<file path="src/rtl/smris_pkg.sv">
// Package with modes, timing counts and interrupt bit positions of the sequencer.
`default_nettype none
package smris_pkg;
	localparam int unsigned CLK_HZ = 20000000;
	localparam int unsigned RESET_LOW_US = 1000;
	localparam int unsigned NREQ_TIMEOUT_MS = 150;
	localparam int unsigned VDD_LOW_SLEEP_MS = 150;
	localparam int unsigned RESET_LOW_CYC = RESET_LOW_US * (CLK_HZ / 1000000);
	localparam int unsigned NREQ_TIMEOUT_CYC = NREQ_TIMEOUT_MS * (CLK_HZ / 1000);
	localparam int unsigned VDD_LOW_SLEEP_CYC =
		VDD_LOW_SLEEP_MS * (CLK_HZ / 1000);
	localparam int unsigned TMR_W = 24;
	localparam logic [1:0] MODE_NORMAL_CODE = 2'h0;
	localparam logic [1:0] MODE_SLEEP_CODE_DEF = 2'h3;
	localparam logic [1:0] MODE_STOP_CODE_DEF = 2'h2;
	localparam int unsigned IRQ_W = 8;
	localparam int unsigned IRQ_WAKE = 0;
	localparam int unsigned IRQ_SUPPLY_UV = 1;
	localparam int unsigned IRQ_SUPPLY_OV = 2;
	localparam int unsigned IRQ_REG_OT_WARN = 3;
	localparam int unsigned IRQ_LIN_FAULT = 4;
	localparam int unsigned IRQ_HS_OT = 5;
	localparam int unsigned IRQ_LS_OT = 6;
	localparam int unsigned IRQ_REG_OT = 7;
	localparam logic [IRQ_W-1:0] MASK_RESET = 8'hff;
	localparam int unsigned WAKE_W = 4;
	typedef enum logic [2:0] {
		SMRIS_RESET = 3'b000,
		SMRIS_NREQ = 3'b001,
		SMRIS_NORMAL = 3'b011,
		SMRIS_STOP = 3'b010,
		SMRIS_SLEEP = 3'b110
	} smris_mode_e;
endpackage
`default_nettype wire

</file>
<file path="src/rtl/smris_timer_if.sv">
// Interface carrying mode timer control between the sequencer and its timer.
`default_nettype none
interface smris_timer_if;
	import smris_pkg::*;
	logic clear;
	logic [TMR_W-1:0] count;
	modport ctrl (output clear, input count);
	modport tmr (input clear, output count);
endinterface
`default_nettype wire
</file>
<file path="src/rtl/smris_seq.sv">
// Operating mode, reset and interrupt sequencer of the supervisory chip.
`default_nettype none
module smris_seq
	import smris_pkg::*;
#(
	parameter logic [1:0] SLEEP_CODE = MODE_SLEEP_CODE_DEF,
	parameter logic [1:0] STOP_CODE = MODE_STOP_CODE_DEF,
	parameter int unsigned RESET_CYC = RESET_LOW_CYC,
	parameter int unsigned NREQ_CYC = NREQ_TIMEOUT_CYC,
	parameter int unsigned VLOW_CYC = VDD_LOW_SLEEP_CYC
)(
	input wire logic REF_CLK,
	input wire logic RSTN,
	input wire logic MODE_WR,
	input wire logic [1:0] MODE_SELECT_BITS,
	input wire logic TIMING_WR,
	input wire logic SRC_RD,
	input wire logic MASK_WR,
	input wire logic [IRQ_W-1:0] MASK_DATA,
	input wire logic WD_PERIOD_HALF,
	input wire logic WD_PERIOD_END,
	input wire logic WD_STRAP_RES,
	input wire logic WD_STRAP_GND,
	input wire logic VDD_LOW,
	input wire logic SUPPLY_UV,
	input wire logic SUPPLY_OV,
	input wire logic REG_OT_WARN,
	input wire logic REG_OT,
	input wire logic LIN_FAULT,
	input wire logic LIN_TX_RECESSIVE,
	input wire logic HS_OT,
	input wire logic LS_OT,
	input wire logic PWM_IN,
	input wire logic CYCLIC_EN,
	input wire logic [WAKE_W-1:0] WAKE_EVT,
	input wire logic CS_N,
	input wire logic RST_IN_N,
	output logic RST_OUT,
	output logic RST_OE,
	output logic IRQ_N,
	output logic [2:0] MODE,
	output logic [IRQ_W-1:0] IRQ_SOURCE,
	output logic [WAKE_W-1:0] WAKE_SOURCE,
	output logic REG_EN,
	output logic REG_LIMITED,
	output logic SWITCH_EN,
	output logic PWM_GATE,
	output logic WD_ACTIVE,
	output logic CYCLIC_PULSE_EN,
	output logic LIN_DRV_EN,
	output logic REG_OT_FLAG,
	output logic BAT_FAIL_SET
);
	//////////////////////////////////////////////////////////////////////
	// Input synchronisers: status, strap, wake, chip select and reset pins pass two flops before use; host strobes and data are used directly.
	localparam int unsigned NSYNC = 15 + WAKE_W;
	// Chip select and reset pin idle high, so their stages reset high
	// and no false edge follows reset.
	localparam logic [NSYNC-1:0] SYNC_IDLE = NSYNC'(32'h00006000);
	wire logic [NSYNC-1:0] raw_in = {WAKE_EVT, CS_N, RST_IN_N, VDD_LOW,
		SUPPLY_UV, SUPPLY_OV, REG_OT_WARN, REG_OT, LIN_FAULT,
		LIN_TX_RECESSIVE, HS_OT, LS_OT, PWM_IN, WD_STRAP_RES,
		WD_STRAP_GND, CYCLIC_EN};
	logic [NSYNC-1:0] sync1;
	logic [NSYNC-1:0] sync2;

	// The first stage feeds only the second stage.
	always_ff @(posedge REF_CLK) begin
		if (!RSTN) begin
			sync1 <= SYNC_IDLE;
			sync2 <= SYNC_IDLE;
		end else begin
			sync1 <= raw_in;
			sync2 <= sync1;
		end
	end

	wire logic s_cyc_en = sync2[0];
	wire logic s_wd_gnd = sync2[1];
	wire logic s_wd_res = sync2[2];
	wire logic s_pwm = sync2[3];
	wire logic s_ls_ot = sync2[4];
	wire logic s_hs_ot = sync2[5];
	wire logic s_tx_rec = sync2[6];
	wire logic s_lin_flt = sync2[7];
	wire logic s_reg_ot = sync2[8];
	wire logic s_ot_warn = sync2[9];
	wire logic s_sup_ov = sync2[10];
	wire logic s_sup_uv = sync2[11];
	wire logic s_vdd_low = sync2[12];
	wire logic s_rst_n = sync2[13];
	wire logic s_cs_n = sync2[14];
	wire logic [WAKE_W-1:0] s_wake = sync2[NSYNC-1:15];

	//////////////////////////////////////////////////////////////////////
	// Edge history and shared timer.
	logic cs_q;
	logic rst_q;
	logic [IRQ_W-1:0] flt_q;
	smris_mode_e mode;
	smris_mode_e next_mode;
	smris_timer_if tif ();

	smris_timer u_tmr (
		.clk(REF_CLK),
		.rst_n(RSTN),
		.t(tif.tmr)
	);

	wire logic cs_rise = s_cs_n && !cs_q;
	logic oe_q1;
	logic oe_q2;
	logic ext_hold;
	// The pin reads low while we pull it ourselves; our own drive is
	// masked through both sync stages so it is not taken as external.
	wire logic own_drive = RST_OE || oe_q1 || oe_q2;
	wire logic ext_rst = !s_rst_n && !own_drive;
	// An external reset is not driven back, so its release stays visible.
	wire logic next_ext_hold = (next_mode == SMRIS_RESET) &&
		((mode == SMRIS_RESET) ? ext_hold && !s_vdd_low && !s_reg_ot :
		ext_rst);
	wire logic ext_rel = s_rst_n && !rst_q;
	wire logic dev_wake = |s_wake;
	wire logic [TMR_W-1:0] tcount = tif.count;

	// In Reset mode, reset conditions hold the reset pin low while present; VDD low without undervoltage goes to Sleep instead.
	wire logic rst_cond = s_vdd_low || s_reg_ot;
	wire logic mode_cmd = MODE_WR && (mode == SMRIS_NORMAL);
	wire logic cmd_sleep = mode_cmd && MODE_SELECT_BITS == SLEEP_CODE;
	wire logic cmd_stop = mode_cmd && MODE_SELECT_BITS == STOP_CODE;
	wire logic cmd_normal = MODE_WR && MODE_SELECT_BITS == MODE_NORMAL_CODE;

	// Windowed watchdog, active in Normal only with a resistor strap.
	logic wd_half;
	wire logic wd_on = (mode == SMRIS_NORMAL) && s_wd_res;
	wire logic wd_clear = wd_on && cmd_normal;
	wire logic wd_fail = wd_on && ((wd_clear && !wd_half) ||
		(WD_PERIOD_END && !wd_clear));

	// Normal Request needs the timing write before the normal command.
	logic tim_done;
	wire logic nreq_ok = (mode == SMRIS_NREQ) && cmd_normal && tim_done;
	wire logic nreq_to = (mode == SMRIS_NREQ) && tcount >= TMR_W'(NREQ_CYC);
	wire logic rst_done = tcount >= TMR_W'(RESET_CYC);
	wire logic vlow_to = s_vdd_low && tcount >= TMR_W'(VLOW_CYC);
	wire logic after_rst = s_wd_gnd ? 1'b1 : 1'b0;

	//////////////////////////////////////////////////////////////////////
	// Mode transitions.
	always_comb begin
		next_mode = mode;
		case (mode)
			SMRIS_RESET: begin
				if (s_vdd_low && !s_sup_uv && !ext_rst) begin
					next_mode = SMRIS_SLEEP;
				end else if (ext_rst || rst_cond) begin
					next_mode = SMRIS_RESET;
				end else if (ext_rel || rst_done) begin
					// External release skips the extended low time.
					next_mode = after_rst ? SMRIS_NORMAL : SMRIS_NREQ;
				end
			end
			SMRIS_NREQ: begin
				if (ext_rst || s_reg_ot || nreq_to) begin
					next_mode = SMRIS_RESET;
				end else if (nreq_ok) begin
					next_mode = SMRIS_NORMAL;
				end
			end
			SMRIS_NORMAL: begin
				if (cmd_sleep || (vlow_to && !s_sup_uv)) begin
					next_mode = SMRIS_SLEEP;
				end else if (ext_rst || wd_fail || s_reg_ot) begin
					next_mode = SMRIS_RESET;
				end else if (cmd_stop) begin
					next_mode = SMRIS_STOP;
				end
			end
			SMRIS_STOP: begin
				if (ext_rst) begin
					next_mode = SMRIS_RESET;
				end else if (dev_wake || cs_rise) begin
					next_mode = after_rst ? SMRIS_NORMAL : SMRIS_NREQ;
				end
			end
			SMRIS_SLEEP: begin
				if (dev_wake) begin
					next_mode = SMRIS_RESET;
				end
			end
			default: next_mode = SMRIS_RESET;
		endcase
	end

	// Timer restarts on every mode change, while reset sources persist in Reset, and in Normal while VDD is not low.
	assign tif.clear = (next_mode != mode) ||
		(mode == SMRIS_RESET && rst_cond) ||
		(mode == SMRIS_NORMAL && !s_vdd_low);

	//////////////////////////////////////////////////////////////////////
	// Interrupt sources and the active-low interrupt pin.
	logic [IRQ_W-1:0] src_reg;
	logic [IRQ_W-1:0] mask_reg;
	wire logic [IRQ_W-1:0] flt_now;
	wire logic [IRQ_W-1:0] flt_evt;
	wire logic normal_like = (mode == SMRIS_NORMAL) || (mode == SMRIS_NREQ);
	wire logic stop_wake = (mode == SMRIS_STOP) && dev_wake && !ext_rst;
	wire logic irq_ok = !ext_rst && (normal_like || mode == SMRIS_STOP);
	wire logic wake_pending = src_reg[IRQ_WAKE];

	assign flt_now[IRQ_WAKE] = 1'b0;
	assign flt_now[IRQ_SUPPLY_UV] = s_sup_uv;
	assign flt_now[IRQ_SUPPLY_OV] = s_sup_ov;
	assign flt_now[IRQ_REG_OT_WARN] = s_ot_warn;
	assign flt_now[IRQ_LIN_FAULT] = s_lin_flt;
	assign flt_now[IRQ_HS_OT] = s_hs_ot;
	assign flt_now[IRQ_LS_OT] = s_ls_ot;
	assign flt_now[IRQ_REG_OT] = s_reg_ot;

	// Rising fault edges only, masked and gated by mode.
	genvar gi;
	generate
		for (gi = 0; gi < IRQ_W; gi++) begin : g_evt
			assign flt_evt[gi] = flt_now[gi] && !flt_q[gi] && mask_reg[gi] &&
				normal_like && irq_ok;
		end
	endgenerate

	// Wake from Stop flags the source unless chip select or reset woke it.
	wire logic [IRQ_W-1:0] set_vec = flt_evt |
		(IRQ_W'(stop_wake) << IRQ_WAKE);
	// Set wins over the read-clear so a coincident event is not lost.
	wire logic [IRQ_W-1:0] next_isr = (SRC_RD ? '0 : src_reg) | set_vec;
	// New interrupts wait until pending wake sources have been read.
	wire logic irq_fire = irq_ok && (|set_vec) &&
		(!wake_pending || SRC_RD || set_vec[IRQ_WAKE]);
	wire logic next_irq_n = SRC_RD ? !irq_fire :
		(irq_fire ? 1'b0 : (irq_ok ? IRQ_N : 1'b1));

	// Wake source latched on Stop or Sleep wake for SPI report.
	wire logic sleep_wake = (mode == SMRIS_SLEEP) && dev_wake;
	wire logic [WAKE_W-1:0] next_wake_src =
		(stop_wake || sleep_wake) ? s_wake :
		(SRC_RD ? '0 : WAKE_SOURCE);

	// LIN driver latches off on a fault and recovers once recessive.
	logic lin_off;
	wire logic next_lin_off = s_lin_flt ? 1'b1 :
		((lin_off && s_tx_rec) ? 1'b0 : lin_off);

	//////////////////////////////////////////////////////////////////////
	// State and status registers.
	always_ff @(posedge REF_CLK) begin
		if (!RSTN) begin
			mode <= SMRIS_RESET;
			cs_q <= 1'b1;
			rst_q <= 1'b1;
			flt_q <= '0;
			src_reg <= '0;
			mask_reg <= MASK_RESET;
			IRQ_N <= 1'b1;
			WAKE_SOURCE <= '0;
			lin_off <= 1'b0;
			wd_half <= 1'b0;
			tim_done <= 1'b0;
			oe_q1 <= 1'b1;
			oe_q2 <= 1'b1;
			ext_hold <= 1'b0;
		end else begin
			mode <= next_mode;
			cs_q <= s_cs_n;
			rst_q <= s_rst_n;
			flt_q <= flt_now;
			src_reg <= next_isr;
			mask_reg <= MASK_WR ? MASK_DATA : mask_reg;
			IRQ_N <= next_irq_n;
			WAKE_SOURCE <= next_wake_src;
			lin_off <= next_lin_off;
			wd_half <= (!wd_on || wd_clear || WD_PERIOD_END) ? 1'b0 :
				(WD_PERIOD_HALF ? 1'b1 : wd_half);
			tim_done <= (mode != SMRIS_NREQ) ? 1'b0 : (tim_done || TIMING_WR);
			oe_q1 <= RST_OE;
			oe_q2 <= oe_q1;
			ext_hold <= next_ext_hold;
		end
	end

	// Registered mode-dependent outputs.
	always_ff @(posedge REF_CLK) begin
		if (!RSTN) begin
			RST_OUT <= 1'b0;
			RST_OE <= 1'b1;
			MODE <= 3'h0;
			IRQ_SOURCE <= '0;
			REG_EN <= 1'b1;
			REG_LIMITED <= 1'b0;
			SWITCH_EN <= 1'b0;
			PWM_GATE <= 1'b0;
			WD_ACTIVE <= 1'b0;
			CYCLIC_PULSE_EN <= 1'b0;
			LIN_DRV_EN <= 1'b0;
			REG_OT_FLAG <= 1'b0;
			BAT_FAIL_SET <= 1'b1;
		end else begin
			// Reset pin is pulled low in Reset mode unless the host holds it.
			RST_OUT <= 1'b0;
			RST_OE <= (next_mode == SMRIS_RESET) && !next_ext_hold;
			MODE <= next_mode;
			IRQ_SOURCE <= next_isr;
			REG_EN <= (next_mode != SMRIS_SLEEP) && !s_reg_ot;
			REG_LIMITED <= (next_mode == SMRIS_STOP);
			SWITCH_EN <= (next_mode == SMRIS_NORMAL) ||
				(next_mode == SMRIS_NREQ);
			PWM_GATE <= s_pwm && (next_mode == SMRIS_NORMAL);
			WD_ACTIVE <= (next_mode == SMRIS_NORMAL) && s_wd_res;
			CYCLIC_PULSE_EN <= s_cyc_en && ((next_mode == SMRIS_STOP) ||
				(next_mode == SMRIS_SLEEP));
			LIN_DRV_EN <= (next_mode == SMRIS_NORMAL) && !next_lin_off;
			REG_OT_FLAG <= REG_OT_FLAG || s_reg_ot;
			// Battery fail only marks the first power-up, never a sleep wake.
			BAT_FAIL_SET <= BAT_FAIL_SET && !sleep_wake;
		end
	end
endmodule
`default_nettype wire

</file>
<file path="src/rtl/smris_timer.sv">
// Saturating mode timer shared by reset, request and sleep-entry timeouts.
`default_nettype none
module smris_timer
	import smris_pkg::*;
(
	input wire logic clk,
	input wire logic rst_n,
	smris_timer_if.tmr t
);
	logic [TMR_W-1:0] cnt;
	wire logic at_max = &cnt;
	wire logic [TMR_W-1:0] next_cnt = t.clear ? '0 :
		(at_max ? cnt : cnt + 24'h000001);

	// Counts up from each clear and saturates, so no timeout can wrap.
	always_ff @(posedge clk) begin
		if (!rst_n) begin
			cnt <= '0;
		end else begin
			cnt <= next_cnt;
		end
	end
	assign t.count = cnt;
endmodule
`default_nettype wire

</file>
<file path="config.mk">
export PLATFORM = sky130hd
export DESIGN_NAME = smris_seq
export DESIGN_NICKNAME = d
export VERILOG_FILES = /design/src/rtl/smris_pkg.sv /design/src/rtl/smris_timer_if.sv /design/src/rtl/smris_seq.sv /design/src/rtl/smris_timer.sv
export SDC_FILE = /design/constraint.sdc
export NUM_CORES = 1
export LEC_CHECK = 0
export ABC_CLOCK_PERIOD_IN_PS = 6200
export BUFFER_PORTS_ARGS = -buffer_cell sky130_fd_sc_hd__buf_2
export CAP_MARGIN = 40
export CORE_ASPECT_RATIO = 1.75
export CORE_UTILIZATION = 64
export CTS_BUF_LIST = sky130_fd_sc_hd__clkbuf_4
export CTS_CLUSTER_SIZE = 30
export DETAILED_ROUTE_END_ITERATION = 8
export HOLD_SLACK_MARGIN = 0.15
export PLACE_DENSITY = 0.94
export SETUP_SLACK_MARGIN = 0.02
export SYNTH_ARGS = -nofsm -noshare
export SYNTH_HDL_FRONTEND = slang
export SYNTH_SLANG_ARGS = --single-unit
</file>
<file path="constraint.sdc">
create_clock -name REF_CLK -period 6.2 [get_ports REF_CLK]
set_clock_uncertainty 0.05 [all_clocks]
set_input_delay 0.93 -clock REF_CLK [delete_from_list [all_inputs] [get_ports REF_CLK]]
set_output_delay 0.93 -clock REF_CLK [all_outputs]
set_load 0.1 [all_outputs]
</file>
-- Yosys cells after proc, flatten, opt, wreduce, memory -nomap -nowiden
Cells that the tools add are included.
- register bits after elaboration: 111
- input port bits: 37
- output and inout port bits: 27
- $add $sub $neg: 1
- $lt $le $gt $ge: 2
- equal/unequal tests: 14
- multiplexer cells: 23
- bitwise operators: 3
- reductions and logical operators: 124
- operators with widths (kind ; number):
    logical AND 1 bit ; 66
    two-way mux 3 bit ; 11
    logical OR 1 bit ; 25
    adder 24 x 1 -> 24 bit (second input constant) ; 1
    >= comparator 24 x 15 -> 1 bit (second input constant) ; 1
    >= comparator 24 x 22 -> 1 bit (second input constant) ; 1
    AND reduction 24 bit ; 1
    zero test 1 bit ; 23
    case mux 3 bit (5 select lines) ; 1
    == test 3 x 2 -> 1 bit (second input constant) ; 4
    two-way mux 4 bit ; 2
    two-way mux 8 bit ; 1
    OR 8 x 1 -> 8 bit ; 1
    OR 8 bit ; 1
    OR reduction 8 bit ; 1
    two-way mux 1 bit ; 7
    == test 3 x 1 -> 1 bit (second input constant) ; 2
    == test 3 bit (second input constant) ; 2
    zero test 3 bit ; 2
    OR reduction 2 bit ; 3
    == test 2 bit (second input constant) ; 2
    OR reduction 4 bit ; 1
    != test 3 x 1 -> 1 bit (second input constant) ; 1
    != test 3 x 2 -> 1 bit (second input constant) ; 1
    6 further kinds ; 6

-- Longest topological paths before layout
Gate-level depths: netlist of the first run.
- depth after elaboration: 16
- mapped depth: 9
- depth with buffers taken out: 7

-- Cells and area by module
From an unflattened synthesis of the first run, not the netlist that was laid out.
- cell total of the unflattened synthesis: 465
- area, all modules: 4385.5 um^2
- modules (own cells, without submodules) (module ; instances ; cells an instance ; area an instance (um^2)):
    smris_seq ; 1 ; 329 ; 3198.1
    smris_timer ; 1 ; 136 ; 1187.4

-- Least setup slack after synthesis of the first run
OpenSTA, ideal clock, no wires.
- path type: register to register
- start point: register, netlist name MODE[2]
- end point: register u_tmr.cnt[10], in the netlist u_tmr.t.count[10]
- setup time: 125 ps
- arrival: 2528 ps
- data required time: 6025 ps
- path slack: 3497 ps
- stages on the path, launching flop included: 8
- path buffers: 2
- cells stage by stage: dfxtp_1 -> clkbuf_1 -> nor3_1 -> o211a_1 -> nor4_4 -> mux2i_1 -> buf_6 -> nor3_2
- RTL lines (what ; RTL line ; RTL):
    to (signal assigned) ; smris_timer.sv:20 ; cnt <= next_cnt;
    to (decl) ; smris_timer.sv:10 ; logic [TMR_W-1:0] cnt;

-- Worst setup path in the final report of the first run
- start point: register MODE[1]
- end point: output MODE[1]
- RTL lines (what ; RTL line ; RTL):
    from (decl) ; smris_seq.sv:41 ; output logic [2:0] MODE,
    from (signal assigned) ; smris_seq.sv:308 ; MODE <= next_mode;
No word-level cell between the ends.

==> qor.csv, run 1 <==
stage,metric,value,unit
placed_design,pre_cts_ws,3.314,ns
clocking,post_cts_buffers,0,
critical_path,crit_required,5.22,ns
layout,drive_gt1_frac,0.2182,
floorplanning,die_w,67.46,microns
pwr,power_frac_seq,0.570,
layout,largest_reg_flops,24,
critical_path,path_delay_family,flip-flops,
floorplanning,dieArea,0.007863,sq mm
clocking,clkSinkCount,110,
floorplanning,start_util,0.6636,
job,drv_cap,0,
critical_path,crit_chain,buf_2,
floorplanning,core_area,0.007233,sq mm
pwr,power_density,249.9,mW/mm^2
synth,synth_common_cells,"dfxtp_1 (110), and2_1 (44), nand2_1 (43), nor2_1 (43), nor3_2 (20)",
layout,syn_to_final_growth,9.437,%
synth,syn-instance-count,500,
synth,synth-seq-cells,110,
grt,grt_pass1_wl,16480,microns
synth,synth.area.top_cells,"dfxtp_1 (46%), and2_1 (5.7%), nor3_2 (4.2%), nand2_1 (3.4%), nor2_1 (3.4%)",
floorplanning,die_height,116.6,microns
pwr,pwr-share-comb,0.117,
synth,synth_nets,539,
layout,num_antenna_cells,0,
layout,fill_cells,496,
drt,drtPass1Iterations,4,
pwr,switching_share,0.2784,
timing,hold_slack,0.3925,ns
layout,stdcell_count,636,
critical_path,end_kind,output port,
critical_path,max_stage_delay,0.83,ns
critical_path,crit_buf_inv,1,
synth,yosysMostFrequentCell,dfxtp_1,
synth,synthesis.area,0.004800,sq mm
pwr,power.switching,0.3654,mW
drt,drt-initial-drc-count,307,
timing,fin_setup_tns,0,ns
synth,synth-edff-count,0,
pwr,peakVddDrop,350.5,uV
synth,synth-seq-area-share,0.4588,
clocking,clk_path_buf_depth,2,
pwr,p_leak,2.128,nW
layout,nNetsFinal,585,
drt,wl_per_cell,16.46,microns
critical_path,critical_path_class,reg2out,
run_status,status,completed,
critical_path,start_kind,flop,
drt,routed_via_density,6.028,
worst_hold_path,hp-class,reg2reg,
timing,report.final.slew_viol_count,0,
drt,dr_total_vias,3834,
grt,antenna_found_initial,0,
timing,tightestPinTransition,0.7382,ns
clocking,cts_tree,built,
clocking,htree_levels,3,
synth,synth_area_per_cell,9.599,sq um
clocking,clkLatencyLatePin,0.47,ns
pwr,p_int,0.9470,mW
grt,grt_start_max_net_pins,54,
placed_design,io_buffer_count,61,
layout,multi_input_area,0.002381,sq mm
grt,grt.total_usage,0.2839,
critical_path,cp.arrival,1.86,ns
timing,finalWorstSetupSlack,3.359,ns
timing,max_freq,352.0,MHz
synth,yosysUniqueCellTypes,62,
synth,synth_top_cell_area_share,0.4588,
timing,rsz0062_at_grt,false,
placed_design,gp_congestion,0.9138,
timing,finalSetupViolCount,0,
clocking,ctsResizeCount,0,
critical_path,slowest_stage,dfxtp_1,
grt,grt_pass1_vias,3666,
synth,ys_async_sr_fraction,0,
placed_design,dp_cells,621,
drt,wl,10470,microns
layout,seq_area,0.002202,sq mm
clocking,cts_hold_buf,0,
pwr,p_clk_frac,0.313,
clocking,clkTransAtPathRegs,0.16,ns
clocking,root_buffer,clkbuf_4,
timing,hold_violations,0,
floorplanning,rows,41,
critical_path,crit_fanout,21,
drt,ant_nets,0,
timing,period_needed,2.841,ns
timing,relSlewSlack,0.5072,
synth,synth_warnings,0,
timing,period_share,0.4583,
synth,synth_top_area_cell,dfxtp_1,
placed_design,dp_hpwl,7639,microns
grt,grt-ovfl-total,0,
floorplanning,ios,64,
clocking,cts_buffers,9,
synth,ys.flop_type,dfxtp_1,
drt,drcViolationCount,0,
-- power by group through the flow --
| stage | Sequential [mW] | Combinational [mW] | Clock (mW) |
|---|---|---|---|
| 3_5_place_dp | 0.762 | 0.153 | 0 |
| 4_1_cts | 0.748 | 0.154 | 0.419 |
| 6_report | 0.748 | 0.154 | 0.411 |
| 2_1_floorplan | 0.786 | 0.0942 | 0 |
| 3_3_place_gp | 0.761 | 0.148 | 0 |
| 5_1_grt | 0.751 | 0.164 | 0.443 |
-- layout make-up --
class                      count  area share
clock buffer                   9     0.01286
clock inverter                 6     0.02001
inverter                      11    0.007861
multi-input combinational    349      0.4533
sequential                   110      0.4192
tap                           86     0.02049
timing repair buffer          65     0.06622
-- cells in the final DEF (no fill, tap or decap), drive strengths merged, types with 2 or more instances in the layout --
cell type and count:
dfxtp 110, buf 65, and2 44, nor2 43, nand2 43, nor3 31, nand4 17, xnor2 15
a21oi 15, mux2i 13, inv 13, nand2b 11, nand3 9, o2111ai 9, clkbuf 9, o21ai 9
nor2b 7, o211ai 7, and3 7, a2111oi 7, nand3b 6, xor2 6, and4 6, nor4 6
or4 5, nor3b 4, a31oi 3, nand4b 2, o21a 2, o211a 2, ha 2, bufinv 2
nor4b 2, or2 2, clkinv 2
-- per-layer routing --
metal	GRT usage	up-vias	routed length [microns]
li1	-	1852	-
met1	0.2690	1792	3609
met5	0	-	0
met3	0.07813	47	534
met4	0.1801	0	543
met2	0.5142	143	5781
-- metrics by stage --
step / total power [mW] / area (sq um) / utilization
after CTS: 1.320 / 5253 / 0.7262
after detailed placement: 0.9151 / 5080 / 0.7023
final: 1.312 / 5253 / 0.7262
after global routing: 1.358 / 5253 / 0.7262
after floorplan: 0.8803 / 4800 / -
after global placement: 0.9085 / 5060 / 0.6995
-- cell families after synthesis --
logic type | Yosys count | share of synthesized area
XOR/XNOR | 21 | 0.03832
multiplexers | 13 | 0.02711
flip-flops | 110 | 0.4588
adder cells (fa/ha/maj) | 2 | 0.005213
buffers and inverters | 41 | 0.04588
AO/OA/AOI/OAI | 63 | 0.1139
AND/OR/NAND/NOR | 249 | 0.3100
other | 1 | 0.0007813
-- path summary, 6_finish.rpt --
path / startpoint / end / slack (ns) / cells after the start
worst max-delay path: MODE[1] / MODE[1] / 3.36 / 1
worst min-delay path: sync1[13] / sync2[13] / 0.39 / 1
worst max register to register: u_tmr.t.count[1] / u_tmr.t.count[5] / 3.40 / 7
worst min register to register: sync1[13] / sync2[13] / 0.39 / 1
(Power assumes the default switching activity.)
==> run 2: changes to the inputs <==
- ABC_AREA: not set -> 1
- ABC_CLOCK_PERIOD_IN_PS: 6200 -> 2500
- CORE_UTILIZATION: 64 -> 53
- PLACE_DENSITY: 0.94 -> 0.85
- clock period: 6.2 -> 2.5 ns (I/O delays scaled with it)
==> run 2 against run 1 <==
Largest power group unchanged. The flow now finishes with violations (DRC). Non-clock buffer count increased by 29. Critical path depth increased by 11. Critical path type is now reg2reg. Final cell count increased by 23%.
==> qor.csv, run 2 <==
stage,metric,value,unit,change
run_status,status,"complete, but fails checks",,was completed
run_status,violations,DRC,,
pwr,switching_share,0.3340,,was 0.2784
synth,synth_area_per_cell,7.522,sq um,was 9.599 sq um
critical_path,cp.arrival,2.58,ns,was 1.86 ns
floorplanning,start_util,0.5411,,was 0.6636
layout,fin_util,0.6473,,was 0.7262
floorplanning,ios,64,,unchanged
timing,hold_violations,0,,unchanged
critical_path,path_delay_family,simple AND/OR/NAND/NOR gates,,was flip-flops
critical_path,crit_buf_inv,1,,unchanged
timing,tightestPinTransition,0.6915,ns,was 0.7382 ns
pwr,power_frac_seq,0.493,,was 0.570
layout,largest_reg_flops,24,,unchanged
synth,synth-edff-count,0,,unchanged
critical_path,start_kind,flop,,unchanged
timing,hold_slack,0.1753,ns,was 0.3925 ns
grt,grt_util_met1,0.2366,,was 0.2690
worst_hold_path,hold_depth,2,,was 1
grt,use_met3,0.05053,,was 0.07813
clocking,clk_path_buf_depth,2,,unchanged
timing,max_freq,443.0,MHz,
placed_design,dpl_cell_area,0.004845,sq mm,was 0.005080 sq mm
drt,ant_nets,0,,unchanged
drt,wl_per_cell,13.43,microns,was 16.46 microns
timing,rsz0062_at_grt,false,,unchanged
placed_design,io_buffer_count,61,,unchanged
layout,final_cell_mix,"nand2_1 (141), dfxtp_1 (109), inv_1 (95)",,"was dfxtp_1 (110), buf_2 (61), and2_1 (44)"
synth,yosysMostFrequentCell,nand2_1,,was dfxtp_1
grt,grt.busiest_layer,met2,,unchanged
synth,synth_top_area_cell,dfxtp_1,,unchanged
floorplanning,rows,44,,was 41
pwr,power_density,725.8,mW/mm^2,was 249.9 mW/mm^2
pwr,power.switching,1.296,mW,was 0.3654 mW
synth,synth-seq-cells,110,,unchanged
critical_path,crit_chain,ha_1 -> nand3_1 -> inv_1 -> nand2_2 -> nor3_4 -> nand4_4 -> nand2_2 -> nor2_1 -> nand3_1 -> nor2_1 -> xor2_1 -> nor2_1,,was buf_2
critical_path,r2r-end,u_tmr.t.count[21],,was u_tmr.t.count[5]
worst_hold_path,hp-class,in2reg,,was reg2reg
critical_path,critical_path_class,reg2reg,,was reg2out
placed_design,pre_cts_ws,0.3097,ns,was 3.314 ns
clocking,ctsResizeCount,0,,unchanged
synth,ys_async_sr_fraction,0,,unchanged
clocking,root_buffer,clkbuf_4,,unchanged
clocking,cts_tree,built,,unchanged
timing,finalWorstSetupSlack,0.2425,ns,was 3.359 ns
drt,routed_via_density,5.056,,was 6.028
critical_path,crit_required,2.82,ns,was 5.22 ns
placed_design,gp_congestion,0.9366,,was 0.9138
critical_path,max_stage_delay,0.43,ns,was 0.83 ns
synth,synth_common_cells,"nand2_1 (141), dfxtp_1 (110), inv_1 (95), nor2_1 (74), nand3_1 (34)",,"was dfxtp_1 (110), and2_1 (44), nand2_1 (43), nor2_1 (43), nor3_2 (20)"
drt,dr_total_vias,3964,,was 3834
synth,synthesis.area,0.004468,sq mm,was 0.004800 sq mm
placed_design,dp_cells,738,,was 621
synth,synth-seq-area-share,0.4929,,was 0.4588
timing,report.final.slew_viol_count,0,,unchanged
synth,yosysUniqueCellTypes,36,,was 62
clocking,clkSinkCount,110,,unchanged
timing,relSlewSlack,0.5348,,was 0.5072
layout,fill_cells,682,,was 496
synth,synth_warnings,0,,unchanged
grt,use_met2,0.4946,,was 0.5142
floorplanning,core_area,0.008258,sq mm,was 0.007233 sq mm
synth,syn-instance-count,594,,was 500
layout,num_antenna_cells,0,,unchanged
timing,period_needed,2.258,ns,
floorplanning,die_height,123.5,microns,was 116.6 microns
critical_path,r2r-start,u_tmr.t.count[0],,was u_tmr.t.count[1]
drt,wl,10530,microns,was 10470 microns
pwr,peakVddDrop,548.7,uV,was 350.5 uV
timing,fin_setup_tns,0,ns,unchanged
critical_path,ff2ff_path_depth,12,,was 7
grt,grt_pass1_wl,16950,microns,was 16480 microns
worst_hold_path,min_from,RSTN,,was sync1[13]
drt,drcViolationCount,3,,was 0
job,drv_cap,0,,unchanged
floorplanning,die_w,71.41,microns,was 67.46 microns
synth,synth.area.top_cells,"dfxtp_1 (49%), nand2_1 (12%), inv_1 (8.0%), nor2_1 (6.2%), nand3_1 (3.8%)",,"was dfxtp_1 (46%), and2_1 (5.7%), nor3_2 (4.2%), nand2_1 (3.4%), nor2_1 (3.4%)"
grt,antenna_found_initial,0,,unchanged
clocking,cts_buffers,9,,unchanged
drt,drtPass1Iterations,7,,was 4
pwr,p_clk_frac,0.292,,was 0.313
worst_hold_path,holdPathEnd,RST_OE,,was sync2[13]
grt,grt-ovfl-total,0,,unchanged
synth,ys.flop_type,dfxtp_1,,unchanged
clocking,clkLatencyLatePin,0.47,ns,about the same
layout,layout_commonest_cell,nand2_1,,was dfxtp_1
grt,grt_start_max_net_pins,46,,was 54
layout,syn_to_final_growth,19.63,%,was 9.437%
layout,stdcell_count,784,,was 636
grt,grt_pass1_vias,3941,,was 3666
pwr,p_leak,2.637,nW,was 2.128 nW
critical_path,crit_fanout,9,,was 21
critical_path,end_kind,flop,,was output port
critical_path,crit_top_cell,nor2_1,,
layout,drive_gt1_frac,0.1734,,was 0.2182
pwr,total_power,3.880,mW,was 1.312 mW
clocking,htree_levels,3,,unchanged
timing,period_share,0.9030,,
layout,nNetsFinal,726,,was 585
critical_path,r2r_slack,0.24,ns,was 3.40 ns
placed_design,dp_hpwl,7229,microns,was 7639 microns
synth,synth_nets,633,,was 539
floorplanning,dieArea,0.008816,sq mm,was 0.007863 sq mm
pwr,pwr-share-comb,0.215,,was 0.117
timing,finalSetupViolCount,0,,unchanged
pwr,p_int,2.584,mW,was 0.9470 mW
synth,synth_top_cell_area_share,0.4929,,was 0.4588
critical_path,slowest_stage,dfxtp_1,,unchanged
layout,design_area,0.005345,sq mm,was 0.005253 sq mm
clocking,clkTransAtPathRegs,0.17,ns,was 0.16 ns
grt,grt.total_usage,0.2524,,was 0.2839
drt,drt-initial-drc-count,158,,was 307
run 2: cell count changes in the layout (fill, tap and decap cells not counted), sizes merged, moves of 13 or more:
cell,delta
mux2i,-13
dlygate4sd3,+30
nor2,+47
nor3,-20
inv,+87
xnor2,-13
nand2,+104
nand3,+27
and2,-44
run 2: cells by family (layout without fill, tap and decap cells):
family / Yosys count / after routing / synth area share
AO/OA/AOI/OAI: 35 / 35 / 0.04228
XOR/XNOR: 20 / 20 / 0.03921
adder cells (fa/ha/maj): 2 / 2 / 0.005600
buffers and inverters: 113 / 211 / 0.09997
flip-flops: 110 / 110 / 0.4929
other: 1 / 1 / 0.0008393
AND/OR/NAND/NOR: 313 / 313 / 0.3192
run 2: how the worst max path moves through the flow:
stage	from	to	depth (start not counted)
final	u_tmr.t.count[0]	u_tmr.t.count[21]	12
after global placement	u_tmr.t.count[0]	u_tmr.t.count[21]	12
after detailed placement	u_tmr.t.count[0]	u_tmr.t.count[21]	12
after floorplan	MODE[2]	u_tmr.t.count[11]	12
after CTS	u_tmr.t.count[0]	u_tmr.t.count[21]	12
after global routing	u_tmr.t.count[0]	u_tmr.t.count[21]	12
run 2: power groups by stage:
| stage | registers (mW) | logic [mW] | clock network (mW) |
|---|---|---|---|
| floorplan | 2.17 | 0.421 | 0 |
| global placement | 1.94 | 0.777 | 0 |
| detailed placement | 1.95 | 0.790 | 0 |
| CTS | 1.91 | 0.828 | 1.14 |
| global route | 1.92 | 0.907 | 1.21 |
| finish | 1.91 | 0.834 | 1.13 |
run 2: timing repair:
item | in CTS | in global routing
setup endpoints to repair | 0 | 0
endpoints found under the hold margin | 28 | 0
hold buffers | 30 | 0
buffers inserted | 0 | 0
run 2: layer usage:
metal  wire length [microns]  vias to the layer above
li1                        -                     2007
met1                    3763                     1808
met2                    5952                      112
met3                     395                       37
met4                     420                        0
met5                       0                        -
run 2: area by class of cell:
| cell class | count | area [sq um] | area share |
|---|---|---|---|
| Clock buffer | 9 | 67.56 | 0.01264 |
| Clock inverter | 7 | 132.6 | 0.02481 |
| Inverter | 101 | 379.1 | 0.07093 |
| Multi-Input combinational cell | 371 | 1819 | 0.3404 |
| Sequential cell | 110 | 2203 | 0.4122 |
| Tap cell | 92 | 115.1 | 0.02154 |
| Timing Repair Buffer | 94 | 628.1 | 0.1175 |
==> run 3: changes to the inputs <==
- ABC_CLOCK_PERIOD_IN_PS: 2500 -> 2000
- clock period: 2.5 -> 2 ns (I/O delays scaled with it)
==> run 3 against run 2 <==
The flow finishes with violations (DRC, setup timing). Wire length is 13% higher. Clock power about the same. Largest cell class unchanged. Count of clock-buffer cells in the layout stayed put. Sequential share of layout area shrank 3.7 points. Hold slack improved by 0.078 ns. Critical path type unchanged. Register-to-register slack worse by 0.31 ns. Sequential power up 26%. Critical endpoint is now u_tmr.t.count[17]. Via count rose by 8.8%. Setup slack got worse by 0.31 ns. Critical path depth up 3. Largest power group unchanged. Fmax rose by 9.1%.
==> qor.csv, run 3 (synthesis gave the netlist of run 2 again) <==
stage,metric,value,unit,change
grt,grt_pass1_vias,4043,,was 3941
layout,multi_input_area,0.002113,sq mm,was 0.001819 sq mm
critical_path,crit_chain,nand2_1 -> inv_1 -> nand2_1 -> nor2_1 -> nand3_1 -> nand4_1 -> nand2_1 -> nor2_2 -> nand2_2 -> nand2_2 -> nand3_2 -> nor2_4 -> buf_12 -> nand2_8 -> nor2_1,,was ha_1 -> nand3_1 -> inv_1 -> nand2_2 -> nor3_4 -> nand4_4 -> nand2_2 -> nor2_1 -> nand3_1 -> nor2_1 -> xor2_1 -> nor2_1
timing,hold_violations,0,,unchanged
drt,drt-initial-drc-count,189,,was 158
timing,rsz0062_at_grt,true,,was false
critical_path,crit_top_cell,nand2_1,,was nor2_1
layout,fill_cells,577,,was 682
placed_design,gp_congestion,0.9038,,was 0.9366
floorplanning,die_height,123.5,microns,unchanged
critical_path,crit_fanout,6,,was 9
timing,fin_setup_tns,-0.8778,ns,was 0 ns
timing,finalSetupViolCount,24,,was 0
floorplanning,start_util,0.5411,,unchanged
clocking,clkLatencyLatePin,0.49,ns,was 0.47 ns
placed_design,dp_hpwl,7476,microns,was 7229 microns
drt,dr_total_vias,4313,,was 3964
timing,relSlewSlack,0.5828,,was 0.5348
timing,finalWorstSetupSlack,-0.06834,ns,was 0.2425 ns
timing,period_share,1.034,,was 0.9030
layout,fin_util,0.7236,,was 0.6473
grt,grt_start_max_net_pins,34,,was 46
clocking,cts_buffers,9,,unchanged
timing,period_needed,2.068,ns,was 2.258 ns
drt,wl,11920,microns,was 10530 microns
layout,seq_area,0.002242,sq mm,was 0.002203 sq mm
critical_path,crit_required,2.37,ns,was 2.82 ns
pwr,peakVddDrop,862.0,uV,was 548.7 uV
drt,routed_via_density,5.215,,was 5.056
critical_path,start_kind,flop,,unchanged
drt,drcViolationCount,3,,unchanged
layout,nNetsFinal,768,,was 726
layout,syn_to_final_growth,33.74,%,was 19.63%
pwr,power_density,841.0,mW/mm^2,was 725.8 mW/mm^2
critical_path,slowest_stage,dfxtp_1,,unchanged
job,drv_cap,0,,unchanged
layout,largest_reg_flops,24,,unchanged
grt,antenna_found_initial,1,,was 0
timing,max_freq,483.5,MHz,was 443.0 MHz
grt,grt_pass1_wl,17650,microns,was 16950 microns
critical_path,critical_path_class,reg2reg,,unchanged
worst_hold_path,hp-class,in2reg,,unchanged
pwr,p_leak,2.862,nW,was 2.637 nW
grt,grt.total_usage,0.2647,,was 0.2524
critical_path,max_stage_delay,0.43,ns,about the same
critical_path,end_kind,flop,,unchanged
clocking,cts_tree,built,,unchanged
floorplanning,rows,44,,unchanged
timing,report.final.slew_viol_count,0,,unchanged
floorplanning,core_area,0.008258,sq mm,unchanged
clocking,clk_path_buf_depth,2,,unchanged
placed_design,io_buffer_count,61,,unchanged
drt,drtPass1Iterations,7,,unchanged
drt,wl_per_cell,14.41,microns,was 13.43 microns
run_status,violations,"DRC, setup timing",,was DRC
critical_path,cp.arrival,2.44,ns,was 2.58 ns
clocking,root_buffer,clkbuf_4,,unchanged
grt,grt-ovfl-total,0,,unchanged
layout,drive_gt1_frac,0.3011,,was 0.1734
timing,tightestPinTransition,0.6200,ns,was 0.6915 ns
floorplanning,die_w,71.41,microns,unchanged
layout,layout_commonest_cell,nand2_1,,unchanged
placed_design,pre_cts_ws,-0.06211,ns,was 0.3097 ns
clocking,htree_levels,3,,unchanged
clocking,clkTransAtPathRegs,0.18,ns,was 0.17 ns
drt,ant_nets,0,,unchanged
pwr,total_power,5.026,mW,was 3.880 mW
floorplanning,ios,64,,unchanged
floorplanning,dieArea,0.008816,sq mm,unchanged
clocking,clkSinkCount,110,,unchanged
run_status,status,"complete, but fails checks",,unchanged
timing,hold_slack,0.2531,ns,was 0.1753 ns
layout,final_cell_mix,"nand2_1 (131), inv_1 (91), dfxtp_1 (88)",,"was nand2_1 (141), dfxtp_1 (109), inv_1 (95)"
[run 3: changes by cell type in the layout (fill, tap and decap cells not counted), sizes merged]
cell / before / now
nand2: 147 / 150
diode: 0 / 1
dlygate4sd3: 30 / 39
buf: 64 / 94
inv: 100 / 103
bufinv: 3 / 0
[run 3: worst paths after layout]
check                       to               from  cells past startpoint  slack, ns
max reg2reg  u_tmr.t.count[17]  u_tmr.t.count[15]                     15      -0.07
min reg2reg           sync2[5]           sync1[5]                      2       0.37
min                mask_reg[1]            MASK_WR                      4       0.25
max          u_tmr.t.count[17]  u_tmr.t.count[15]                     15      -0.07
[run 3: worst max-delay path, delay by kind of cell (launching register included)]
family | cells | cell delay (ns)
buffers and inverters | 2 | 0.28
DFF | 1 | 0.43
and+or+nand+nor | 13 | 1.24
[run 3: metrics by stage]
step	cell area (sq um)	cells
final	5976	827
after global routing	5976	827
after CTS	5623	818
after detailed placement	5046	763
after global placement	5046	763
after floorplan	4483	594
[run 3: layout make-up]
class,count,area share
sequential,110,0.3752
multi-input combinational,374,0.3536
timing repair buffer,133,0.1619
inverter,101,0.06470
tap,92,0.01926
clock inverter,7,0.01361
clock buffer,9,0.01131
antenna,1,0.0004188
[run 3: power breakdown]
| group | internal (mW) | switching, mW |
|---|---|---|
| logic | 0.448 | 1.04 |
| registers | 2.32 | 0.0828 |
| clock network | 0.313 | 0.820 |
[run 3: timing repair]
item	CTS	global route
setup endpoints to repair	28	31
gates cloned	0	3
setup buffers	0	5
gates resized for setup	14	80
pin swaps	2	17
hold endpoints to repair	43	0
hold buffers	39	0
[run 3: metal layers]
metal,part of all wire,up-vias,global-route usage
li1,-,2089,-
met1,0.33,2006,0.2413
met5,0,-,0
met2,0.58,163,0.5458
met4,0.046,0,0.1275
met3,0.045,55,0.04075
